`src/dcc_pkg.sv`:
```
/*
 * Constants shared by the DMA channel control and CRC selection block.
 * Assumes a 12-bit APB byte address with each register on an aligned word.
 */
package dcc_pkg;
	localparam int NCH = 8;
	localparam int AW = 12;
	localparam logic [11:0] OFS_CRC_CTRL = 12'h000;
	localparam logic [11:0] OFS_CRC_RESULT = 12'h004;
	localparam logic [4:0] OFS_CH_PAGE = 5'h02;
	localparam logic [3:0] OFS_CH_CTRL = 4'h0;
	localparam logic [3:0] OFS_CH_DEST = 4'h4;
	localparam logic [3:0] OFS_CH_PAT = 4'h8;
	localparam int BIT_IGN_LO = 24;
	localparam int BIT_BUSY = 15;
	localparam int BIT_IGN_EN = 13;
	localparam int BIT_PAT_LEN = 11;
	localparam int BIT_CHN_DIR = 8;
	localparam int BIT_EN = 7;
	localparam int BIT_AED = 6;
	localparam int BIT_CHN_EN = 5;
	localparam int BIT_AEN = 4;
	localparam int BIT_EDET = 2;
	localparam int BIT_WBO = 7;
	localparam int BIT_APP = 6;
	localparam int BIT_TYP = 5;
	localparam int BIT_PAT_ON = 16;
	localparam logic [31:0] CH_CTRL_WMASK = 32'hFF00_29F3;
	localparam logic [7:0] CRC_CTRL_WMASK = 8'hE7;
	localparam logic [31:0] CH_CTRL_RST = 32'h0000_0000;
	localparam logic [7:0] CRC_CTRL_RST = 8'h00;
	localparam logic [16:0] CH_PAT_RST = 17'h0_0000;
	localparam logic [31:0] LFSR_SEED = 32'hFFFF_FFFF;
	localparam logic [31:0] SUM_SEED = 32'h0000_0000;
	localparam logic [31:0] ADDR_STEP = 32'h0000_0004;
	typedef enum logic [1:0] {
		DCC_IDLE = 2'b00,
		DCC_XFER = 2'b01,
		DCC_SUSP = 2'b10,
		DCC_CRCW = 2'b11
	} dcc_state_type;
endpackage : dcc_pkg

```
`src/dcc_dma_ctrl.sv`:
```
/*
 * Eight-channel DMA control with a shared CRC or checksum unit.
 * Assumes an APB master, a word source stream and a word destination
 * stream; events arrive as one-cycle pulses synchronous to clk_i.
 */
// Implementation choices: the register offsets and the APB interface to the registers.
// How it works
// RULE1: Append mode: CRC channel data feeds CRC only; CRC written to destination start.
// RULE2: Without append, data passes the CRC and goes out in chosen byte order.
// RULE3: Type bit set picks IP header checksum, clear picks LFSR CRC.
// RULE4: Three-bit select attaches the CRC unit to that channel number.
// RULE5: Write byte order set forbids append mode; the append bit stays clear.
// RULE6: Ignore byte counts as a pattern match when ignore enable is set.
// RULE7: Busy reads one while channel enabled or active, else zero.
// RULE8: Pattern length bit picks two-byte pattern when set, one byte when clear.
// RULE9: Chain direction set: enabled by next higher channel; clear: next lower.
// RULE10: Chaining acts only when the channel's chain enable bit is one.
// RULE11: Enable bit runs the channel; clearing it suspends the channel.
// RULE12: Allow-events bit keeps start and abort events while disabled.
// RULE13: Suspension completes the word in flight; software polls busy.
// RULE14: Unimplemented control bits, including bits 23 to 16, read zero.
// RULE15: Priority field bits 1:0 read and write; writable bits reset zero.
`timescale 1ns/1ps
module dcc_dma_ctrl #(
	parameter int DEPTH = 8,
	parameter logic [31:0] CRC_POLY = 32'h04C1_1DB7
) (
	// Clock and reset.
	input wire logic clk_i,
	input wire logic sys_rst_i,
	// APB slave.
	input wire logic psel_i,
	input wire logic penable_i,
	input wire logic pwrite_i,
	input wire logic [dcc_pkg::AW-1:0] paddr_i,
	input wire logic [31:0] pwdata_i,
	output logic [31:0] prdata_o,
	output logic pready_o,
	output logic pslverr_o,
	// Channel events.
	input wire logic [dcc_pkg::NCH-1:0] start_evt_i,
	input wire logic [dcc_pkg::NCH-1:0] abort_evt_i,
	output logic [dcc_pkg::NCH-1:0] done_o,
	// Source stream.
	input wire logic src_valid_i,
	input wire logic [31:0] src_data_i,
	input wire logic src_last_i,
	output logic src_ready_o,
	// Destination stream.
	output logic dst_valid_o,
	output logic [31:0] dst_addr_o,
	output logic [31:0] dst_data_o,
	input wire logic dst_ready_i
);
	import dcc_pkg::*;

	logic [31:0] ctl [NCH];
	logic [31:0] dsa [NCH];
	logic [16:0] pat [NCH];
	logic [7:0] crc_ctl;
	logic [31:0] crc_acc;
	logic [31:0] crc_val;
	logic [31:0] ptr;
	logic [2:0] act;
	dcc_state_type state;
	dcc_state_type next_state;
	logic [NCH-1:0] en;
	logic [NCH-1:0] busy;
	logic [NCH-1:0] start_rec;
	logic [NCH-1:0] abort_rec;
	logic [NCH-1:0] chain_set;
	logic [NCH-1:0] pend;
	logic [3:0] pick_r;
	logic wr;
	logic setup;
	logic ch_hit;
	logic [2:0] widx;
	logic accept;
	logic app_case;
	logic crc_on;
	logic pmatch;
	logic xfer_end;
	logic done_ev;
	logic launch;
	logic fifo_wr;
	logic fifo_rdy;
	logic fifo_room2;
	logic [31:0] fifo_data;
	logic [31:0] rdata;
	logic rerr;

	function automatic logic byte_match(input logic [7:0] b, input logic [7:0] p,
		input logic [7:0] ign, input logic ign_en);
		byte_match = (b == p) || (ign_en && b == ign);
	endfunction : byte_match

	function automatic logic [31:0] lfsr_step(input logic [31:0] c, input logic [31:0] d);
		logic [31:0] r;
		r = c;
		for (int k = 31; k >= 0; k--)
			r = {r[30:0], 1'b0} ^ ((r[31] ^ d[k]) ? CRC_POLY : 32'h0000_0000);
		lfsr_step = r;
	endfunction : lfsr_step

	function automatic logic [31:0] sum_step(input logic [31:0] c, input logic [31:0] d);
		logic [16:0] s;
		s = {1'b0, c[15:0]} + {1'b0, d[31:16]};
		s = {1'b0, s[15:0]} + {16'h0000, s[16]};
		s = {1'b0, s[15:0]} + {1'b0, d[15:0]};
		s = {1'b0, s[15:0]} + {16'h0000, s[16]};
		sum_step = {16'h0000, s[15:0]};
	endfunction : sum_step

	// Highest priority field wins; ties go to the lower channel number.
	function automatic logic [3:0] pick(input logic [NCH-1:0] req, input logic [1:0] pr [NCH]);
		logic [3:0] r;
		logic [1:0] best;
		r = 4'h0;
		best = 2'b00;
		for (int k = NCH - 1; k >= 0; k--)
			if (req[k] && (!r[3] || pr[k] >= best))
			begin
				r = {1'b1, 3'(k)};
				best = pr[k];
			end
		pick = r;
	endfunction : pick

	always_comb
	begin
		logic [1:0] pr [NCH];
		for (int i = 0; i < NCH; i++)
		begin
			pr[i] = ctl[i][1:0];
			en[i] = ctl[i][BIT_EN];
			busy[i] = en[i] || ((state == DCC_XFER || state == DCC_CRCW) && act == 3'(i)); // see RULE7
			start_rec[i] = start_evt_i[i] && (en[i] || ctl[i][BIT_AED]); // see RULE12
			abort_rec[i] = abort_evt_i[i] && (en[i] || ctl[i][BIT_AED]); // see RULE12
			pend[i] = en[i] && ctl[i][BIT_EDET];
		end
		pick_r = pick(pend, pr);
	end

	assign setup = psel_i && !penable_i;
	assign wr = psel_i && penable_i && pwrite_i && pready_o;
	assign ch_hit = paddr_i[11:7] == OFS_CH_PAGE;
	assign widx = paddr_i[6:4];
	assign app_case = crc_ctl[BIT_APP] && act == crc_ctl[2:0]; // see RULE1
	assign crc_on = act == crc_ctl[2:0]; // see RULE4
	assign crc_val = crc_ctl[BIT_TYP] ? {16'h0000, ~crc_acc[15:0]} : crc_acc; // see RULE3
	assign accept = state == DCC_XFER && src_ready_o && src_valid_i;
	// A block ends on its last word or on a pattern hit when terminate mode is on.
	assign pmatch = pat[act][BIT_PAT_ON]
		&& byte_match(src_data_i[7:0], pat[act][7:0], ctl[act][31:24], ctl[act][BIT_IGN_EN])
		&& (!ctl[act][BIT_PAT_LEN] // see RULE8
		|| byte_match(src_data_i[15:8], pat[act][15:8], ctl[act][31:24],
		ctl[act][BIT_IGN_EN])); // see RULE6
	assign xfer_end = accept && (src_last_i || pmatch);
	assign done_ev = (state == DCC_XFER && !abort_rec[act] && xfer_end && !app_case)
		|| (state == DCC_CRCW && fifo_rdy);
	assign launch = state == DCC_IDLE && pick_r[3];
	assign fifo_wr = (accept && !app_case && !abort_rec[act]) || state == DCC_CRCW; // see RULE1
	assign fifo_data = (state == DCC_CRCW) ? crc_val
		: (crc_on && crc_ctl[BIT_WBO]) ? {<<8{src_data_i}} : src_data_i; // see RULE2

	always_comb
	begin
		for (int j = 0; j < NCH; j++)
			chain_set[j] = done_ev && ctl[j][BIT_CHN_EN] // see RULE10
				&& (ctl[j][BIT_CHN_DIR] ? (int'(act) == j + 1) : (int'(act) + 1 == j)); // see RULE9
	end

	always_comb
	begin
		next_state = state;
		unique case (state)
			DCC_IDLE:
				if (launch)
					next_state = DCC_XFER;
			DCC_XFER:
				if (abort_rec[act])
					next_state = DCC_IDLE;
				else if (xfer_end)
					next_state = app_case ? DCC_CRCW : DCC_IDLE;
				else if (!en[act])
					next_state = DCC_SUSP; // see RULE11
			DCC_SUSP:
				if (abort_rec[act])
					next_state = DCC_IDLE;
				else if (en[act])
					next_state = DCC_XFER;
			DCC_CRCW:
				if (fifo_rdy)
					next_state = DCC_IDLE;
		endcase
	end

	always_ff @(posedge clk_i or posedge sys_rst_i)
	begin
		if (sys_rst_i)
		begin
			state <= DCC_IDLE;
			act <= 3'h0;
			src_ready_o <= 1'b0;
			done_o <= '0;
		end
		else
		begin
			state <= next_state;
			if (launch)
				act <= pick_r[2:0];
			// The word already offered completes before suspension takes hold.
			src_ready_o <= next_state == DCC_XFER && fifo_room2
				&& (state != DCC_IDLE || launch); // see RULE13
			done_o <= done_ev ? NCH'(1) << act : '0;
		end
	end

	always_ff @(posedge clk_i or posedge sys_rst_i)
	begin
		if (sys_rst_i)
			ptr <= 32'h0000_0000;
		else if (launch)
			ptr <= dsa[pick_r[2:0]];
		else if (state == DCC_CRCW)
			ptr <= dsa[act]; // see RULE1
		else if (fifo_wr && fifo_rdy)
			ptr <= ptr + ADDR_STEP;
	end

	always_ff @(posedge clk_i or posedge sys_rst_i)
	begin
		if (sys_rst_i)
			crc_acc <= LFSR_SEED;
		else if (launch && pick_r[2:0] == crc_ctl[2:0])
			crc_acc <= crc_ctl[BIT_TYP] ? SUM_SEED : LFSR_SEED;
		else if (accept && crc_on)
			crc_acc <= crc_ctl[BIT_TYP] ? sum_step(crc_acc, src_data_i)
				: lfsr_step(crc_acc, src_data_i); // see RULE3
	end

	always_ff @(posedge clk_i or posedge sys_rst_i)
	begin
		if (sys_rst_i)
			crc_ctl <= CRC_CTRL_RST;
		else if (wr && paddr_i == OFS_CRC_CTRL)
		begin
			crc_ctl <= pwdata_i[7:0] & CRC_CTRL_WMASK;
			crc_ctl[BIT_APP] <= pwdata_i[BIT_APP] && !pwdata_i[BIT_WBO]; // see RULE5
		end
	end

	always_ff @(posedge clk_i or posedge sys_rst_i)
	begin
		if (sys_rst_i)
			for (int i = 0; i < NCH; i++)
			begin
				ctl[i] <= CH_CTRL_RST; // see RULE15
				dsa[i] <= 32'h0000_0000;
				pat[i] <= CH_PAT_RST;
			end
		else
			for (int i = 0; i < NCH; i++)
			begin
				if (wr && ch_hit && widx == 3'(i) && paddr_i[3:0] == OFS_CH_CTRL)
				begin
					ctl[i][31:BIT_EDET+1] <= pwdata_i[31:BIT_EDET+1]
						& CH_CTRL_WMASK[31:BIT_EDET+1]; // see RULE14
					ctl[i][1:0] <= pwdata_i[1:0]; // see RULE15
				end
				if (wr && ch_hit && widx == 3'(i) && paddr_i[3:0] == OFS_CH_DEST)
					dsa[i] <= pwdata_i;
				if (wr && ch_hit && widx == 3'(i) && paddr_i[3:0] == OFS_CH_PAT)
					pat[i] <= pwdata_i[16:0];
				if ((done_ev && act == 3'(i) && !ctl[i][BIT_AEN]) || abort_rec[i])
					ctl[i][BIT_EN] <= 1'b0;
				if (chain_set[i])
					ctl[i][BIT_EN] <= 1'b1; // see RULE9
				// A start arriving with the clear still records.
				if (start_rec[i])
					ctl[i][BIT_EDET] <= 1'b1;
				else if (abort_rec[i] || (launch && pick_r[2:0] == 3'(i)))
					ctl[i][BIT_EDET] <= 1'b0;
			end
	end

	always_comb
	begin
		rdata = 32'h0000_0000;
		rerr = 1'b0;
		if (paddr_i == OFS_CRC_CTRL)
			rdata = {24'h00_0000, crc_ctl};
		else if (paddr_i == OFS_CRC_RESULT)
			rdata = crc_val;
		else if (ch_hit && paddr_i[3:0] == OFS_CH_CTRL)
		begin
			rdata = ctl[widx] & (CH_CTRL_WMASK | (32'h1 << BIT_EDET)); // see RULE14
			rdata[BIT_BUSY] = busy[widx]; // see RULE7
		end
		else if (ch_hit && paddr_i[3:0] == OFS_CH_DEST)
			rdata = dsa[widx];
		else if (ch_hit && paddr_i[3:0] == OFS_CH_PAT)
			rdata = {15'h0000, pat[widx]};
		else
			rerr = 1'b1;
	end

	always_ff @(posedge clk_i or posedge sys_rst_i)
	begin
		if (sys_rst_i)
		begin
			prdata_o <= 32'h0000_0000;
			pslverr_o <= 1'b0;
			pready_o <= 1'b0;
		end
		else
		begin
			pready_o <= 1'b1;
			if (setup)
			begin
				prdata_o <= pwrite_i ? 32'h0000_0000 : rdata;
				pslverr_o <= rerr;
			end
		end
	end

	dcc_fifo #(
		.W(64),
		.DEPTH(DEPTH)
	) u_fifo (
		.clk_i(clk_i),
		.sys_rst_i(sys_rst_i),
		.in_valid_i(fifo_wr),
		.in_ready_o(fifo_rdy),
		.in_data_i({ptr, fifo_data}),
		.room2_o(fifo_room2),
		.out_valid_o(dst_valid_o),
		.out_ready_i(dst_ready_i),
		.out_data_o({dst_addr_o, dst_data_o})
	);
endmodule : dcc_dma_ctrl

```
`src/dcc_fifo.sv`:
```
/*
 * Word FIFO with a registered output stage.
 * Assumes one clock; ready and valid handshake on both sides.
 */
`timescale 1ns/1ps
module dcc_fifo #(
	parameter int W = 64,
	parameter int DEPTH = 8
) (
	// Clock and reset.
	input wire logic clk_i,
	input wire logic sys_rst_i,
	// Filling side.
	input wire logic in_valid_i,
	output logic in_ready_o,
	input wire logic [W-1:0] in_data_i,
	output logic room2_o,
	// Draining side.
	output logic out_valid_o,
	input wire logic out_ready_i,
	output logic [W-1:0] out_data_o
);
	localparam int PW = $clog2(DEPTH);
	logic [W-1:0] mem [DEPTH];
	logic [PW-1:0] wr_ptr;
	logic [PW-1:0] rd_ptr;
	logic [PW:0] count;
	logic push;
	logic pop;

	assign in_ready_o = count < (PW+1)'(DEPTH);
	assign room2_o = count < (PW+1)'(DEPTH - 1);
	assign push = in_valid_i && in_ready_o;
	assign pop = (count != '0) && (!out_valid_o || out_ready_i);

	always_ff @(posedge clk_i)
	begin
		if (push)
			mem[wr_ptr] <= in_data_i;
	end

	always_ff @(posedge clk_i or posedge sys_rst_i)
	begin
		if (sys_rst_i)
		begin
			wr_ptr <= '0;
			rd_ptr <= '0;
			count <= '0;
			out_valid_o <= 1'b0;
			out_data_o <= '0;
		end
		else
		begin
			if (push)
				wr_ptr <= (wr_ptr == PW'(DEPTH - 1)) ? '0 : wr_ptr + 1'b1;
			if (pop)
			begin
				rd_ptr <= (rd_ptr == PW'(DEPTH - 1)) ? '0 : rd_ptr + 1'b1;
				out_data_o <= mem[rd_ptr];
			end
			if (pop)
				out_valid_o <= 1'b1;
			else if (out_ready_i)
				out_valid_o <= 1'b0;
			count <= count + (PW+1)'(push) - (PW+1)'(pop);
		end
	end
endmodule : dcc_fifo

```
`config.mk`:
```
export PLATFORM = sky130hd
export DESIGN_NAME = dcc_dma_ctrl
export DESIGN_NICKNAME = d
export VERILOG_FILES = /design/src/dcc_pkg.sv /design/src/dcc_dma_ctrl.sv /design/src/dcc_fifo.sv
export SDC_FILE = /design/constraint.sdc
export NUM_CORES = 2
export LEC_CHECK = 0
export BUFFER_PORTS_ARGS = -buffer_cell sky130_fd_sc_hd__buf_2
export CORE_MARGIN = 2
export CORE_UTILIZATION = 25
export CTS_CLUSTER_DIAMETER = 40
export DETAILED_ROUTE_END_ITERATION = 8
export GPL_ROUTABILITY_DRIVEN = 1
export SKIP_LAST_GASP = 1
export SLEW_MARGIN = 20
export SYNTH_ARGS = -nofsm -noshare
export SYNTH_HDL_FRONTEND = slang
export SYNTH_SLANG_ARGS = --single-unit
```
`constraint.sdc`:
```
create_clock -name clk_i -period 35 [get_ports clk_i]
set_clock_uncertainty 0.2 [all_clocks]
set_input_delay 0 -clock clk_i [delete_from_list [all_inputs] [get_ports clk_i]]
set_output_delay 0 -clock clk_i [all_outputs]
set_load 0.01 [all_outputs]
```
==> run metrics <==
Hold EP ctl[2]; Pleak 31.0 nW; worst-path maximum fanout 25; vias in the first global route 43.3k; Arrival @ worst endpoint 13.05 ns; Flop pwr share 30.8%; Seq cells post-synth 1241; Initial Util 25.1%; CTS tree yes; # IOs 208; layout cells sized above 1 33.3%; worst r2r path cells 48; top cell type by total area after synthesis dfrtp_1; Fin. Hold Viols 0; Resized cells post-CTS 0; Vias per Instance 5.11; number of I/O port buffers 207; hold depth 4; Worst-Skew Late Latency 0.83 ns; area of the die 0.261 mm2; DRT iter0 DRCs 4313; worst rel slew slack 17.5%; CTS hold repair buffers 150; Sink Count 1241; Least-Margin Pin Slew 1.23 ns; CTS clk-pin slew, worst paths 0.06 ns; syn avg cell area 14.1 um2; Seq/Total Area, Yosys 52.3%; Crit path required time 35.54 ns; fin. max-slew vios 0; Setup TNS Final 0 ns; clock group share of total power 34.1%; first-pass GRT wire length 313 mm; Critical Path Start Type flip-flop; Worst R2R End crc_acc[7]; Mapped Area 0.0643 mm2; via count 43.1k; Max Cap Viol 0; Post-synth EDFFs 512; Cells after Synth 4552; Final setup viols 0; reg2reg start ctl[7]; total power 5.26 mW; kind of critical path reg -> reg; Tot GR Track Use 16.1%; Synth top area share 27.1%; Final Cycle Share 35.8%; worst slack, placed 22.76 ns; Hold Crit Class in -> reg; crit path time final 12.52 ns; DIE WIDTH 511 um; Die Y 511 um; Distinct cells, synth 78; CTS Buf Count 175; synth top area cells dfrtp_1, edfxtp_1, mux4_2; reg2reg setup slack 22.48 ns; synthesized net count 4716; Critical Path Max Stage Delay 0.87 ns; hold_sp start_evt_i[7]; Clock Tree Buf Depth 3; Crit-path slowest cell nor2b_1; nets 5043; final WL 215 mm; P_sw 1.84 mW; total core area 0.256 mm2; setup ws final 22.48 ns; largest net degree at the start of global routing 99; DRC 0; initial antenna violation count 35; 1st-pass router iterations 9; Pint 3.42 mW; RSZ-0062 raised after global routing no; status complete, no violations; total gr overflow 0; Final GP Congestion 0.906; worst IR drop on VDD 0.000182 V; DP Wirelength 144 mm; dominant synthesized flop cell dfrtp_1; Combinational Power Share 35.1%; most frequent CP cell a21oi_1; Routed Antenna Nets 0; fmax 0.0799 GHz; Synth Warn # 0; Post-CTS Setup Repair Bufs 0; Clock Root Buffer clkbuf_16; drt wl/cell 25.5 um; Syn-to-layout area delta 19.8%; H-tree Lvls 4; Pwr per Cell Area 68.2 mW/mm2; Setup crit end kind flip-flop; Net Sw Frac 35.0%; ys async rst share 58.7%; Rows 186
## cells in the mapped netlist (32+ instances only)
| master | instances |
|---|---|
| dfrtp_1 | 697 |
| mux2_2 | 552 |
| edfxtp_1 | 512 |
| mux4_2 | 381 |
| nand2_1 | 249 |
| clkbuf_1 | 238 |
| xnor2_1 | 229 |
| mux2i_1 | 216 |
| o21ai_0 | 193 |
| a21oi_1 | 176 |
| nor2_1 | 166 |
| xor2_1 | 118 |
| buf_1 | 72 |
| ha_1 | 61 |
| inv_1 | 57 |
| nand3_1 | 57 |
| o22ai_1 | 48 |
| a221oi_1 | 37 |
| a22oi_1 | 33 |
| nor3_1 | 33 |
| dfstp_2 | 32 |
## registers in the layout, indices dropped and copies added (netlist names), 32 cells and up
signal / count
crc_acc: 32
ctl: 144
dsa: 256
pat: 136
prdata_o: 32
ptr: 32
u_fifo.mem: 512
u_fifo.out_data_o: 64
## per-stage QoR
stage	cell area, um2	hold WS (ns)	instances	utilization [%]
3_5_place_dp	69400	0.0161	7931	27.1
5_1_grt	77000	0.0326	8415	30.0
4_1_cts	76900	0.00446	8405	30.0
3_3_place_gp	69400	0.00195	7931	27.1
6_report	77100	0.0153	8427	30.0
2_1_floorplan	64300	-0.104	4552	-
## kinds of logic (layout without fill, tap and decap cells)
logic type	after synthesis	after routing	synth area share (%)
DFF	1241	1241	52.3
muxes	1149	1149	26.4
AOI/OAI and AO/OA	674	674	6.67
and+or+nand+nor	648	648	4.61
xor gates and xnor gates	405	405	6.60
buffers and inverters	370	844	2.16
adders and majority gates	64	64	1.28
other	1	18	0.00583
## worst max-delay path: cells and delay by family (launching register included)
kind                     cells  cell delay (ns)
flip-flops                   1             0.51
AO/OA/AOI/OAI               21             4.50
multiplexers                 3             1.20
AND/OR/NAND/NOR             14             3.39
buffers and inverters        2             0.39
adder cells (fa/ha/maj)      7             2.01
XOR/XNOR                     1             0.20
## power by group through the flow
stage	sequential, mW	combinational, mW	clock [mW]
floorplan	1.62	1.30	0
global placement	1.65	1.82	0
detailed placement	1.65	1.80	0
CTS	1.62	1.84	1.82
global route	1.63	1.95	1.89
finish	1.62	1.85	1.79
## layout make-up
class | count | area [um2]
Inverter | 59 | 231
Clock buffer | 210 | 4680
Antenna cell | 17 | 42.5
Tap cell | 3384 | 4230
Sequential cell | 1241 | 33700
Clock inverter | 114 | 1300
Multi-Input combinational cell | 2941 | 29500
Fill cell | 25603 | 179000
Timing Repair Buffer | 461 | 3410
## placed cells by master, fill, tap and decap left out, drive strengths merged, types with 55 or more instances in the layout
cell and instances:
dfrtp 697, mux2 552, edfxtp 512, mux4 381, buf 308, xnor2 261
nand2 249, mux2i 216, clkbuf 210, o21ai 199, a21oi 176, nor2 166
dlygate4sd3 153, xor2 129, inv 87, ha 61, nand3 57, clkinv 55
## layer usage
layer | track usage, % | vias to the layer above | part of all wire, % | wire (um)
li1 | - | 18143 | - | -
met1 | 21.7 | 22462 | 42 | 90200
met2 | 25.0 | 1968 | 45 | 97700
met3 | 3.44 | 462 | 8.0 | 17300
met4 | 7.06 | 22 | 4.6 | 9950
met5 | 0 | - | 0.066 | 143
## how the worst max path moves through the flow
stage	slack, ns	endpoint	startpoint	cells after the start
4_1_cts	22.74	crc_acc[7]	ctl[7]	48
2_1_floorplan	14.40	act[0]	sys_rst_i	1
5_1_grt	21.72	crc_acc[7]	ctl[7]	48
6_report	22.48	crc_acc[7]	ctl[7]	48
3_5_place_dp	22.76	crc_acc[7]	ctl[7]	48
3_3_place_gp	22.81	crc_acc[7]	ctl[7]	48
No activity file was read; power rests on OpenSTA's default activity.
